$ cat config.mk
export PLATFORM = sky130hd
export DESIGN_NAME = spa_autoloader
export DESIGN_NICKNAME = d
export VERILOG_FILES = /design/src/spa_autoload_pkg.sv /design/src/spa_sync_rise.sv /design/src/spa_autoloader.sv
export SDC_FILE = /design/constraint.sdc
export NUM_CORES = 1
export LEC_CHECK = 0
export BUFFER_PORTS_ARGS = -buffer_cell sky130_fd_sc_hd__buf_4
export CAP_MARGIN = 20
export CORE_UTILIZATION = 63
export DETAILED_ROUTE_END_ITERATION = 7
export GPL_TIMING_DRIVEN = 1
export PLACE_DENSITY_LB_ADDON = 0.1
export REMOVE_ABC_BUFFERS = 1
export SYNTH_ARGS = -nofsm -noshare
export SYNTH_HDL_FRONTEND = slang
export SYNTH_SLANG_ARGS = --single-unit
export TNS_END_PERCENT = 100
$ cat constraint.sdc
create_clock -name clk -period 3.3 [get_ports clk]
set_clock_uncertainty 0.2 [all_clocks]
set_input_delay 0.495 -clock clk [delete_from_list [all_inputs] [get_ports clk]]
set_output_delay 0.495 -clock clk [all_outputs]
set_load 0.005 [all_outputs]
$ cat src/spa_autoload_pkg.sv
// Shared constants and carrier types for the serial PROM autoloader.
// Assumes a 200 MHz system clock and an external sample-rate clock pin.
package spa_autoload_pkg;

    ////////////////////////////////////////////////////////////////////////////
    // Clock and pulse timing
    localparam int CLK_PERIOD_NS = 5;
    localparam int CFG_HALF_NS   = 160;
    // Least time, rounded up to whole cycles, never below one
    localparam int CFG_HALF_CYC_I = (CFG_HALF_NS + CLK_PERIOD_NS - 1) / CLK_PERIOD_NS;
    localparam logic [5:0] CFG_HALF_CYC = 6'(CFG_HALF_CYC_I > 0 ? CFG_HALF_CYC_I : 1);
    // Cycle inside the high phase where the synchronised data bit is taken
    localparam logic [5:0] SAMPLE_AT = 6'h02;

    ////////////////////////////////////////////////////////////////////////////
    // Sequence lengths
    localparam logic [10:0] PLL_WAIT_PERIODS = 11'h400;
    localparam logic [10:0] MUTE_PERIODS     = 11'h400;
    localparam logic [9:0]  LAST_WORD_ADDR   = 10'h3ff;
    localparam logic [5:0]  WORD_BITS        = 6'h28;
    localparam logic [5:0]  CFG_BITS         = 6'h10;
    localparam logic [5:0]  CFG_BYTE_BITS    = 6'h08;
    localparam logic [1:0]  STRAP_SETTLE     = 2'h3;

    ////////////////////////////////////////////////////////////////////////////
    // Configuration byte 0 field positions
    localparam int CFG0_OUT_EN_LSB = 3;
    localparam int CFG0_OUT_EN_MSB = 6;
    localparam int CFG0_IN_EN_BIT  = 2;

    ////////////////////////////////////////////////////////////////////////////
    // Carrier types
    typedef struct packed {
        logic        we;
        logic [9:0]  addr;
        logic [39:0] data;
    } spa_imem_wr_t;

    typedef struct packed {
        logic [3:0] outEnable;
        logic       inEnable;
    } spa_audio_en_t;

    typedef enum logic [2:0] {
        ST_STRAP, ST_PLL_WAIT, ST_WAIT_EDGE, ST_CLK_HIGH,
        ST_CLK_LOW, ST_MUTED, ST_RUN, ST_OFF
    } spa_state_t;

endpackage

$ cat src/spa_sync_rise.sv
// Two-flop synchroniser with rising-edge detector for one pin input.
// Assumes the input is asynchronous to clk.
`timescale 1ns/1ps
module spa_sync_rise #(
    parameter logic RST_LEVEL = 1'b0
) (
    input  wire logic clk,
    input  wire logic rst_n,
    input  wire logic pinIn,
    output logic      level,
    output logic      rise
);

    ////////////////////////////////////////////////////////////////////////////
    logic stage1;
    logic stage2;
    logic stage3;

    // Stage 1 feeds only stage 2; stage 3 remembers the old level
    always_ff @(posedge clk or negedge rst_n) begin
        if (!rst_n) begin
            stage1 <= RST_LEVEL;
            stage2 <= RST_LEVEL;
            stage3 <= RST_LEVEL;
        end else begin
            stage1 <= pinIn;
            stage2 <= stage1;
            stage3 <= stage2;
        end
    end

    // Level and one-cycle rising pulse
    assign level = stage2;
    assign rise  = stage2 & ~stage3;

endmodule // spa_sync_rise

$ cat src/spa_autoloader.sv
// Boot sequencer that loads instruction memory and two config bytes from
// an external serial PROM, then releases audio I/O after a muted run.
// Assumes the PROM presents each bit before the rising clock edge we drive.
// Assumes clk runs far faster than the sample-rate clock pin.
// Assumes the straps are stable from reset release onward.
//
// Behaviour
// RL1: Autoload only when select low, host-select high.
// RL2: Drive clock on pin 1, read pin 0.
// RL3: PROM holds 1024 words plus two bytes.
// RL4: MSB first, 40 bits per word, ascending.
// RL5: Then config byte 0, then byte 1.
// RL6: Bits past the image are never clocked.
// RL7: Pins held, supplies settle, then reset released.
// RL8: Wait 1024 sample periods before any pulse.
// RL9: Forty 160ns-high, 160ns-low pulses per period.
// RL10: Take one bit per rising clock edge.
// RL11: One word per group, then sixteen config pulses.
// RL12: Muted for 1024 periods, then enable per config.
// RL13: Byte 0 bits 6:3 outputs, bit 2 inputs.
// RL14: Write word after bit forty; byte after eight.
// RL15: Reset aborts and restarts from the PLL wait.
//
// Sequence
// Straps are judged a few cycles after reset release.
// Autoload mode counts sample-clock rises as the PLL wait.
// The last wait rise, then each later rise outside a group, opens one group of pulses.
// Groups 0 to 1023 fill one instruction word each.
// The next group has sixteen pulses for both config bytes.
// The clock pin then stays low; no more bits are read.
// A muted run of sample periods follows, then enables apply.
//
// Hazards
// Data is read two cycles into the high phase, after the
// synchroniser, so the PROM must hold each bit to the first clk edge after the rise.
// Sample rises inside a group are ignored; a sample period
// shorter than a group stretches the load to one word per
// rise that lands outside a group.
// Straps are not watched again once the mode is chosen.
// The write strobe lasts one cycle; address and data hold
// until the next word is written.
// The clock pin readback input is not used.
`timescale 1ns/1ps
module spa_autoloader (
    input  wire logic                          clk,
    input  wire logic                          rst_n,
    input  wire logic                          autoloadSelectN,
    input  wire logic                          serialHostSelectN,
    input  wire logic                          sampleRateClock,
    input  wire logic                          cfgClockLineIn,
    output logic                               cfgClockLineOut,
    output logic                               cfgClockLineOe,
    input  wire logic                          cfgDataLineIn,
    output logic                               cfgDataLineOut,
    output logic                               cfgDataLineOe,
    output spa_autoload_pkg::spa_imem_wr_t     imemWrite,
    output logic [7:0]                         cfgByte0,
    output logic [7:0]                         cfgByte1,
    output spa_autoload_pkg::spa_audio_en_t    audioEnable,
    output logic                               loadDone
);

    ////////////////////////////////////////////////////////////////////////////
    // State record
    // One record holds all sequencer state (the pin synchronisers keep their own flops); one register stage updates it
    typedef struct packed {
        spa_autoload_pkg::spa_state_t    st;
        logic [1:0]                      strapCnt;
        logic [10:0]                     periodCnt;
        logic [5:0]                      phaseCnt;
        logic [5:0]                      bitCnt;
        logic [9:0]                      wordAddr;
        logic                            cfgPhase;
        logic [39:0]                     shift;
        logic                            clkOut;
        logic                            clkOe;
        logic                            dataOut;
        logic                            dataOe;
        spa_autoload_pkg::spa_imem_wr_t  imem;
        logic [7:0]                      cfg0;
        logic [7:0]                      cfg1;
        spa_autoload_pkg::spa_audio_en_t audio;
        logic                            done;
    } spa_loader_t;

    // Everything clears, so a reset restarts the load from the top
    localparam spa_loader_t RESET_STATE = '{
        st:        spa_autoload_pkg::ST_STRAP,
        strapCnt:  2'h0,
        periodCnt: 11'h000,
        phaseCnt:  6'h00,
        bitCnt:    6'h00,
        wordAddr:  10'h000,
        cfgPhase:  1'b0,
        shift:     40'h00_0000_0000,
        clkOut:    1'b0,
        clkOe:     1'b0,
        dataOut:   1'b0,
        dataOe:    1'b0,
        imem:      '0,
        cfg0:      8'h00,
        cfg1:      8'h00,
        audio:     '0,
        done:      1'b0
    };

    // Current record and its next value
    spa_loader_t r;
    spa_loader_t next_r;

    ////////////////////////////////////////////////////////////////////////////
    // Pin synchronisers
    // Straps and data idle high through pull-ups; sample clock low
    logic autoloadSync;
    logic hostSelSync;
    logic sampleRise;
    logic dataSync;

    // Autoload select strap
    spa_sync_rise #(.RST_LEVEL(1'b1)) u_sync_auto (
        .clk   (clk),
        .rst_n (rst_n),
        .pinIn (autoloadSelectN),
        .level (autoloadSync),
        .rise  ()
    );

    // Serial host select strap
    spa_sync_rise #(.RST_LEVEL(1'b1)) u_sync_host (
        .clk   (clk),
        .rst_n (rst_n),
        .pinIn (serialHostSelectN),
        .level (hostSelSync),
        .rise  ()
    );

    // Sample-rate clock; only its rising edges matter
    spa_sync_rise #(.RST_LEVEL(1'b0)) u_sync_wclk (
        .clk   (clk),
        .rst_n (rst_n),
        .pinIn (sampleRateClock),
        .level (),
        .rise  (sampleRise)
    );

    // Serial data from the PROM
    spa_sync_rise #(.RST_LEVEL(1'b1)) u_sync_data (
        .clk   (clk),
        .rst_n (rst_n),
        .pinIn (cfgDataLineIn),
        .level (dataSync),
        .rise  ()
    );

    ////////////////////////////////////////////////////////////////////////////
    // Next-state logic
    logic [5:0] groupLen;

    always_comb begin
        // Hold everything, drop the strobe, pick the group length
        next_r          = r;
        next_r.imem.we  = 1'b0;                      // Write strobe is one cycle
        groupLen        = r.cfgPhase ? spa_autoload_pkg::CFG_BITS
                                     : spa_autoload_pkg::WORD_BITS;
        unique case (r.st)
            spa_autoload_pkg::ST_STRAP: begin
                // Let the straps pass the synchronisers before deciding
                if (r.strapCnt == spa_autoload_pkg::STRAP_SETTLE) begin
                    if (!autoloadSync && hostSelSync) begin  // [RL1]
                        next_r.st        = spa_autoload_pkg::ST_PLL_WAIT;
                        next_r.clkOe     = 1'b1;          // [RL2]
                        next_r.periodCnt = 11'h000;
                    end else begin
                        next_r.st = spa_autoload_pkg::ST_OFF;
                    end
                end else begin
                    next_r.strapCnt = r.strapCnt + 2'h1;
                end
            end

            spa_autoload_pkg::ST_PLL_WAIT: begin
                // Count sample periods before the first pulse
                if (sampleRise) begin
                    if (r.periodCnt == spa_autoload_pkg::PLL_WAIT_PERIODS - 11'h001) begin
                        next_r.st       = spa_autoload_pkg::ST_CLK_HIGH;  // [RL8]
                        next_r.clkOut   = 1'b1;
                        next_r.phaseCnt = 6'h00;
                        next_r.bitCnt   = 6'h00;
                    end else begin
                        next_r.periodCnt = r.periodCnt + 11'h001;
                    end
                end
            end

            spa_autoload_pkg::ST_WAIT_EDGE: begin
                // Each group opens on a sample-clock rise
                if (sampleRise) begin
                    next_r.st       = spa_autoload_pkg::ST_CLK_HIGH;  // [RL9]
                    next_r.clkOut   = 1'b1;
                    next_r.phaseCnt = 6'h00;
                    next_r.bitCnt   = 6'h00;
                end
            end

            spa_autoload_pkg::ST_CLK_HIGH: begin
                next_r.phaseCnt = r.phaseCnt + 6'h01;
                // Bit was present at the rising edge; take it once synchronised
                if (r.phaseCnt == spa_autoload_pkg::SAMPLE_AT) begin
                    next_r.shift = {r.shift[38:0], dataSync};  // [RL10] [RL4]
                end
                // End of the high phase
                if (r.phaseCnt == spa_autoload_pkg::CFG_HALF_CYC - 6'h01) begin
                    next_r.st       = spa_autoload_pkg::ST_CLK_LOW;   // [RL9]
                    next_r.clkOut   = 1'b0;
                    next_r.phaseCnt = 6'h00;
                end
            end

            spa_autoload_pkg::ST_CLK_LOW: begin
                // Low phase; its end closes one bit
                next_r.phaseCnt = r.phaseCnt + 6'h01;
                if (r.phaseCnt == spa_autoload_pkg::CFG_HALF_CYC - 6'h01) begin
                    next_r.phaseCnt = 6'h00;
                    next_r.bitCnt   = r.bitCnt + 6'h01;
                    // First config byte is complete after its eighth bit
                    if (r.cfgPhase && r.bitCnt == spa_autoload_pkg::CFG_BYTE_BITS - 6'h01) begin
                        next_r.cfg0 = r.shift[7:0];        // [RL5] [RL14]
                    end
                    // Last bit of the group
                    if (r.bitCnt == groupLen - 6'h01) begin
                        if (r.cfgPhase) begin
                            // Nothing past the second byte is clocked
                            next_r.cfg1      = r.shift[7:0];   // [RL5] [RL14] [RL6]
                            next_r.st        = spa_autoload_pkg::ST_MUTED;
                            next_r.periodCnt = 11'h000;
                        end else begin
                            next_r.imem.we   = 1'b1;          // [RL14] [RL11]
                            next_r.imem.addr = r.wordAddr;
                            next_r.imem.data = r.shift;
                            next_r.wordAddr  = r.wordAddr + 10'h001;
                            next_r.st        = spa_autoload_pkg::ST_WAIT_EDGE;
                            if (r.wordAddr == spa_autoload_pkg::LAST_WORD_ADDR) begin
                                next_r.cfgPhase = 1'b1;       // [RL11]
                            end
                        end
                    end else begin
                        next_r.st     = spa_autoload_pkg::ST_CLK_HIGH;
                        next_r.clkOut = 1'b1;
                    end
                end
            end

            spa_autoload_pkg::ST_MUTED: begin
                // Program runs with serial I/O held muted
                if (sampleRise) begin
                    if (r.periodCnt == spa_autoload_pkg::MUTE_PERIODS - 11'h001) begin
                        next_r.st = spa_autoload_pkg::ST_RUN;  // [RL12]
                        next_r.audio.outEnable =
                            r.cfg0[spa_autoload_pkg::CFG0_OUT_EN_MSB:
                                   spa_autoload_pkg::CFG0_OUT_EN_LSB];  // [RL13]
                        next_r.audio.inEnable =
                            r.cfg0[spa_autoload_pkg::CFG0_IN_EN_BIT];  // [RL13]
                        next_r.done = 1'b1;
                    end else begin
                        next_r.periodCnt = r.periodCnt + 11'h001;
                    end
                end
            end

            spa_autoload_pkg::ST_RUN: begin
                // Load finished; stay here until the next reset
                next_r.st = spa_autoload_pkg::ST_RUN;
            end

            spa_autoload_pkg::ST_OFF: begin
                // Not in autoload mode; the link is never driven
                next_r.st = spa_autoload_pkg::ST_OFF;
            end
        endcase
    end

    ////////////////////////////////////////////////////////////////////////////
    // State register; reset aborts any load in progress
    always_ff @(posedge clk or negedge rst_n) begin
        if (!rst_n) begin
            r <= RESET_STATE;                            // [RL15]
        end else begin
            r <= next_r;
        end
    end

    ////////////////////////////////////////////////////////////////////////////
    // Outputs straight from the state record
    // Link pins; the data pin is never driven
    assign cfgClockLineOut = r.clkOut;
    assign cfgClockLineOe  = r.clkOe;
    assign cfgDataLineOut  = r.dataOut;
    assign cfgDataLineOe   = r.dataOe;

    // Loaded image, config bytes and status
    assign imemWrite       = r.imem;
    assign cfgByte0        = r.cfg0;
    assign cfgByte1        = r.cfg1;
    assign audioEnable     = r.audio;
    assign loadDone        = r.done;

endmodule // spa_autoloader

==> results of run 1 <==
-- per-layer routing --
metal | up-vias | GRT usage, %
met5 | - | 0
met4 | 0 | 9.24
met3 | 17 | 6.22
met2 | 102 | 38.9
met1 | 2308 | 32.6
li1 | 2224 | -
-- final cells by class --
| cell class | count | area, um^2 |
|---|---|---|
| Multi-Input combinational cell | 409 | 2510 |
| Sequential cell | 163 | 4090 |
| Inverter | 4 | 15.0 |
| Clock inverter | 14 | 138 |
| Fill cell | 786 | 2930 |
| Timing Repair Buffer | 95 | 742 |
| Tap cell | 140 | 175 |
| Clock buffer | 18 | 429 |
-- path summary, 6_finish.rpt --
check	start	to	slack (ps)	cells past startpoint
worst min register to register	u_sync_auto.stage1	u_sync_auto.level	160	0
min in group asynchronous	rst_n	imemWrite[33]	430	2
worst min-delay path	u_sync_auto.stage1	u_sync_auto.level	160	0
max in group asynchronous	rst_n	imemWrite[15]	1630	3
worst max register to register	r[134]	r[148]	620	6
worst max-delay path	r[134]	r[148]	620	6
-- power by group through the flow --
| stage | logic, mW | clock network (mW) | registers (mW) |
|---|---|---|---|
| after floorplan | 0.253 | 0 | 2.20 |
| after global placement | 0.349 | 0 | 2.22 |
| after detailed placement | 0.371 | 0 | 2.23 |
| after CTS | 0.379 | 1.92 | 2.20 |
| after global routing | 0.420 | 2.00 | 2.22 |
| final | 0.373 | 1.89 | 2.21 |
-- per-stage QoR --
step	instances	worst slack (ps)
floorplan	576	137
global placement	806	707
detailed placement	806	671
CTS	843	637
global route	843	458
finish	843	621
-- registers in the layout, indices dropped and copies added (netlist names) --
name                count
audioEnable             5
cfgByte0                8
cfgByte1                8
cfgClockLineOe          1
cfgClockLineOut         1
imemWrite              51
loadDone                1
r                      79
u_sync_auto.level       1
u_sync_auto.stage1      1
u_sync_data.level       1
u_sync_data.stage1      1
u_sync_host.level       1
u_sync_host.stage1      1
u_sync_wclk.level       1
u_sync_wclk.stage1      1
u_sync_wclk.stage3      1
-- critical path: stages, from the launching register on --
cell	delay, ps
dfrtp_1	410
ha_1	260
nand4_2	220
nor2_1	370
a31oi_1	340
or2_1	400
a221o_1	370
-- logic make-up after synthesis --
| group | count (synthesis) |
|---|---|
| AOI/OAI and AO/OA | 62 |
| xor gates and xnor gates | 13 |
| adders and majority gates | 6 |
| buffers and inverters | 102 |
| DFF | 163 |
| muxes | 62 |
| other | 1 |
| and+or+nand+nor | 264 |
-- cell usage after synthesis, types with 4 or more instances --
cell and n:
nand2_1 178, ha_1 6, buf_2 7, clkbuf_1 12, buf_4 74, dfstp_2 6
nor2_1 16, nand3_1 19, nand2b_1 4, nor2b_1 6, xor2_1 6, mux2_2 62
dfrtp_1 157, xnor2_1 7, a21oi_1 6, buf_1 4, or3_1 4, o21ai_0 25
-- cell usage in the layout, fill, tap and decap left out, types with 4 or more instances in the layout --
cell type      count
xnor2_1            7
ha_1               6
nand2b_1           4
buf_4             88
dfrtp_1          157
nand2_1          178
or3_1              4
xor2_1             6
clkinv_2           6
mux2_2            62
dfstp_2            6
nor2_1            16
nor2b_1            6
dlygate4sd3_1      5
nand3_1           18
clkinvlp_4         4
a21oi_1            6
o21ai_0           25
clkbuf_16         17
-- what timing repair did --
item,4_1_cts,5_1_grt
setup endpoints to repair,0,0
gates resized for setup,0,0
hold buffers,5,0
endpoints found under the hold margin,68,0
==> run metrics, run 1 <==
fraction of layout cells with a size suffix above 1=between 20% and 30%; grt total ovfl=0; post-route ant nets=0; Final Hold Fails=0; WL final=around 13 mm; total number of vias=approximately 4700; area leader, netlist=dfrtp_1; sequential fraction of the synthesis area=between 50% and 60%; first-pass GRT wire length=around 22 mm; DR WL met3=565 um; Synth Area in Adders=under 10%; synthesized area per cell=10.8 um^2; final instance area=8100 um^2; Cells after Synth=slightly below 700; Max-Slew Margin vs Limit=38.7%; # port buffers=80; initial antenna violation count=0; FFs w/ async S/R, synth=100%; max cap viols=0; largest net degree at the start of global routing=70; Worst Hold Slack=160 ps; Ys Warns=0; vias in the first global route=4537; RSZ-0062 raised after global routing=no; starting density of the core=65.9%; Leak=approximately 4.2 nW; hpwl dp=roughly 8.5 mm; Crit path required time=3410 ps; Max clock buf depth=2; root buf cell=clkbuf_16; Net Sw Power=about 1.1 mW; drt drc=0; n_diodes=0; fin nets=~700; main combinational cell family by area after synthesis=simple AND/OR/NAND/NOR gates; Final Cycle Share=approximately four fifths; core area=around 11000 um^2; Worst Tran Pin Value=just over 900 ps; sw frac=about a quarter; WL met2=roughly 6.3 mm; top cells by area, synth=dfrtp_1, mux2_2, nand2_1, buf_4, dfstp_2; combinational share of power=a little over 8%; Sum Neg Setup Slack=0 ps; Clock Latency Late Sink=between 400 and 500 ps; routed vias/inst=between 5 and 6; H-Tree Depth=4; Mapped Area=slightly above 7000 um^2; Synth Area in Compound Gates=5.75%; clk sinks=between 150 and 200; First DRT Iteration DRCs=approximately 220; Die X-Extent=109 um; mux share of post-synthesis cell area=9.61%; Post-Synth Simple-Gate Area=16.4%; CP startpoint kind=flip-flop; predominant post-synthesis flop cell=dfrtp_1; wire length per cell=about 16 um; top layer in use=met4; all-layer global routing usage=between 20% and 30%; fin crit period=between 2000 and 3000 ps; Synth Area in XOR/XNOR=under 10%; Clk pwr share=between 40% and 50%; DIE HEIGHT=~110 um; status=completed; Cell variety after synth=57; final core area utilization=between 70% and 80%; die area=12000 um^2; top cell type's share of synthesized area=a little over half; Crit Path Class=flip-flop to flip-flop; Initial DRT Pass Iterations=4; site row count=38; crit end category=flip-flop; Internal=3.36 mW; number of flops mapped to enable cells by yosys=0; Final setup viols=0; # IOs=84; PD cells=552 nW/um^2; Peak VDD IR=417 uV; WL met1=between 5 and 6 mm; TritonCTS clock tree=done; total power=4.47 mW; total CTS buffers=17; Final Max Tran Viols=0; CP max FO=7; Hold WC Path Type=flip-flop to flip-flop; Clk pin slew, worst setup/hold paths=60 ps; Arr. time, crit path=around 2800 ps; synthesis-to-layout area growth=11.4%; number of synthesized register bits=163; sequential power share=between 40% and 50%; placement-stage cell area=7480 um^2; f_max=0.373 GHz; Routability Congestion=about 0.83; Setup Buffers After CTS=0
No activity file was read; power rests on OpenSTA's default activity.
==> run 2: changes to the inputs <==
--- a/config.mk
+++ b/config.mk
@@ -5,9 +5,10 @@
 export SDC_FILE = /design/constraint.sdc
 export NUM_CORES = 1
 export LEC_CHECK = 0
+export ABC_AREA = 1
 export BUFFER_PORTS_ARGS = -buffer_cell sky130_fd_sc_hd__buf_4
 export CAP_MARGIN = 20
-export CORE_UTILIZATION = 63
+export CORE_UTILIZATION = 59
 export DETAILED_ROUTE_END_ITERATION = 7
 export GPL_TIMING_DRIVEN = 1
 export PLACE_DENSITY_LB_ADDON = 0.1
==> constraint.sdc (replaced) <==
create_clock -name clk -period 2.5 [get_ports clk]
set_clock_uncertainty 0.2 [all_clocks]
set_input_delay 0.375 -clock clk [delete_from_list [all_inputs] [get_ports clk]]
set_output_delay 0.375 -clock clk [all_outputs]
set_load 0.005 [all_outputs]
==> run 2 against run 1 <==
- register-to-register slack worse by 330 ps
- sequential cell count unchanged
- global-route usage fell by 1.3 points
- final cell count rose by 24%
- power up 61%
- worst setup slack worse by 330 ps
- count of clock-buffer cells in the layout is 1 higher
- largest cell class unchanged
- largest power group is now the clock network
==> run metrics, run 2 <==
status=completed; Worst Hold Slack=146 ps (-13.4 ps); root buf cell=clkbuf_16; CP startpoint kind=flip-flop; vias in the first global route=5198 (+15%); most frequent cells after synthesis=nand2_1, dfrtp_1, o21ai_0, inv_1, buf_4; wire length per cell=13.1 um (-16%); Leak=4.21 nW (-0.76%); top cells by area, synth=dfrtp_1, nand2_1, buf_4, o21ai_0, inv_1; # port buffers=80 (unchanged); core area=12600 um^2 (+14%); Biggest register=r; Crit Path Class=flip-flop to flip-flop; drt drc=0 (unchanged); Sum Neg Setup Slack=0 ps (unchanged); n_diodes=0 (unchanged); Hold WC Path Type=flip-flop to flip-flop; fin crit period=2210 ps (-472 ps); site row count=41 (+7.9%); FILL cells=1001 (+27%); PD cells=833 nW/um^2 (+51%); area leader, netlist=dfrtp_1; final instance area=8610 um^2 (+6.4%); crit end category=flip-flop; f_max=0.453 GHz (+21%); Initial DRT Pass Iterations=5 (+1); Clk pin slew, worst setup/hold paths=60 ps (about the same); Final Hold Fails=0 (unchanged); largest net degree at the start of global routing=81 (+16%); all-layer global routing usage=23.2% (-1.3 points); die area=13300 um^2 (+11%); Routability Congestion=0.842 (+1.7%); Arr. time, crit path=2300 ps (-490 ps); Final setup viols=0 (unchanged); # IOs=84 (unchanged); WL final=13.7 mm (+4.5%); grt total ovfl=0 (unchanged); total CTS buffers=17 (unchanged); CP max FO=11 (+4); Max-Slew Margin vs Limit=64.3% (+26 points); predominant post-synthesis flop cell=dfrtp_1; Setup Buffers After CTS=0 (unchanged); Mapped Area=7570 um^2 (+4.2%); Cell variety after synth=38 (-33%); RSZ-0062 raised after global routing=no; Cells after Synth=843 (+25%); first-pass GRT wire length=23.8 mm (+7.9%); post-route ant nets=0 (unchanged); hpwl dp=9.20 mm (+8.8%); fin nets=873 (+24%); clk sinks=163 (unchanged); TritonCTS clock tree=done; Worst Tran Pin Value=534 ps (-381 ps); Clock Latency Late Sink=420 ps (about the same); total number of vias=5211 (+12%); most frequent cells in the layout=nand2_1, dfrtp_1, buf_4; starting density of the core=60.2% (-5.6 points); synthesized area per cell=8.98 um^2 (-17%); Final Cycle Share=88.3% (+7.1 points); max cap viols=0 (unchanged); max reg flops=79 (unchanged); First DRT Iteration DRCs=342 (+53%); H-Tree Depth=4 (unchanged); DIE HEIGHT=115 um (+5.4%); number of flops mapped to enable cells by yosys=0 (unchanged); number of synthesized register bits=163 (unchanged); Max clock buf depth=2 (unchanged); Ys Warns=0 (unchanged); count leader, synth=nand2_1; synthesis-to-layout area growth=13.7%; R2R setup slack=290 ps (-330 ps); Peak VDD IR=517 uV (+24%); Crit path required time=2590 ps (-820 ps); routed vias/inst=4.99 (-9.6%); FFs w/ async S/R, synth=100% (unchanged); Die X-Extent=115 um (+5.4%); sequential fraction of the synthesis area=54.0% (-2.3 points); fraction of layout cells with a size suffix above 1=19.8% (-8.9 points); placement-stage cell area=7830 um^2 (+4.7%); commonest non-fill, non-tap cell in the layout=nand2_1; top cell type's share of synthesized area=51.9% (-2.2 points); Final Max Tran Viols=0 (unchanged); initial antenna violation count=0 (unchanged)
run 2: cell types whose count changed after synthesis, sizes merged, moves of 5 or more:
cell,delta
o21ai,+108
nor2b,-6
inv,+81
xor2,+7
nor2,+43
nand2,+46
mux2,-61
nand3,+5
run 2: worst paths after layout:
| path | startpoint | endpoint | cells past startpoint |
|---|---|---|---|
| hold / removal | u_sync_wclk.stage1 | u_sync_wclk.level | 0 |
| min in group asynchronous | rst_n | r[134] | 2 |
| setup / recovery | r[140] | audioEnable[2] | 8 |
| hold reg to reg | u_sync_wclk.stage1 | u_sync_wclk.level | 0 |
| setup reg to reg | r[140] | audioEnable[2] | 8 |
| max in group asynchronous | rst_n | r[120] | 3 |
run 2: repair_timing:
action | 4_1_cts | 5_1_grt
resized for setup | 0 | 0
endpoints found under the hold margin | 45 | 0
hold buffers | 5 | 0
run 2: cell families (layout without fill, tap and decap cells):
logic type | after synthesis | in the layout | synth area share [%]
other cells | 1 | 2 | 0.0495
fa+ha+maj | 6 | 6 | 0.991
compound gates | 145 | 145 | 10.9
mux | 1 | 1 | 0.149
buf+inv | 186 | 215 | 13.9
xor+xnor | 16 | 16 | 1.85
flops | 163 | 163 | 54.0
simple gates | 325 | 325 | 18.2
run 2: metrics by stage:
stage	total power, mW	utilization [%]	std cells	setup slack (ps)
after floorplan	3.66	-	743	46.1
after global placement	4.01	62.3	1008	357
after detailed placement	4.06	62.3	1008	307
after CTS	7.24	68.5	1045	299
after global routing	7.54	68.5	1045	57.9
final	7.18	68.5	1045	293
run 2: final cells by class:
type                            count  area [um^2]  area share [%]
Inverter                           85          320            3.72
Timing Repair Buffer               98          815            9.46
Clock buffer                       19          453            5.26
Sequential cell                   163         4090            47.5
Tap cell                          172          215            2.50
Clock inverter                     13          277            3.21
Multi-Input combinational cell    495         2440            28.4
run 2: where the power goes:
group | leakage (nW) | switching (mW) | internal, mW | total [mW]
Combinational | 1.65 | 0.729 | 0.350 | 1.08
Clock | 0.351 | 1.02 | 2.13 | 3.15
Sequential | 2.21 | 0.136 | 2.81 | 2.95
run 2: metal layers:
layer	share of wire (%)	up-vias	wire length [um]	global-route usage [%]
li1	-	2609	-	-
met5	0	-	0	0
met2	51	86	6910	37.8
met4	1.6	0	212	9.09
met1	44	2493	5970	29.5
met3	4.2	23	574	6.27
run 2: worst max-delay path, stage by stage, from the launching register on:
cell and delay (ps):
dfrtp_1 430, ha_1 220, nand2_1 70, nor2_1 190, nand3_1 150, nor2_1 260
nand3_1 340, nand2_1 140, o21ai_0 90
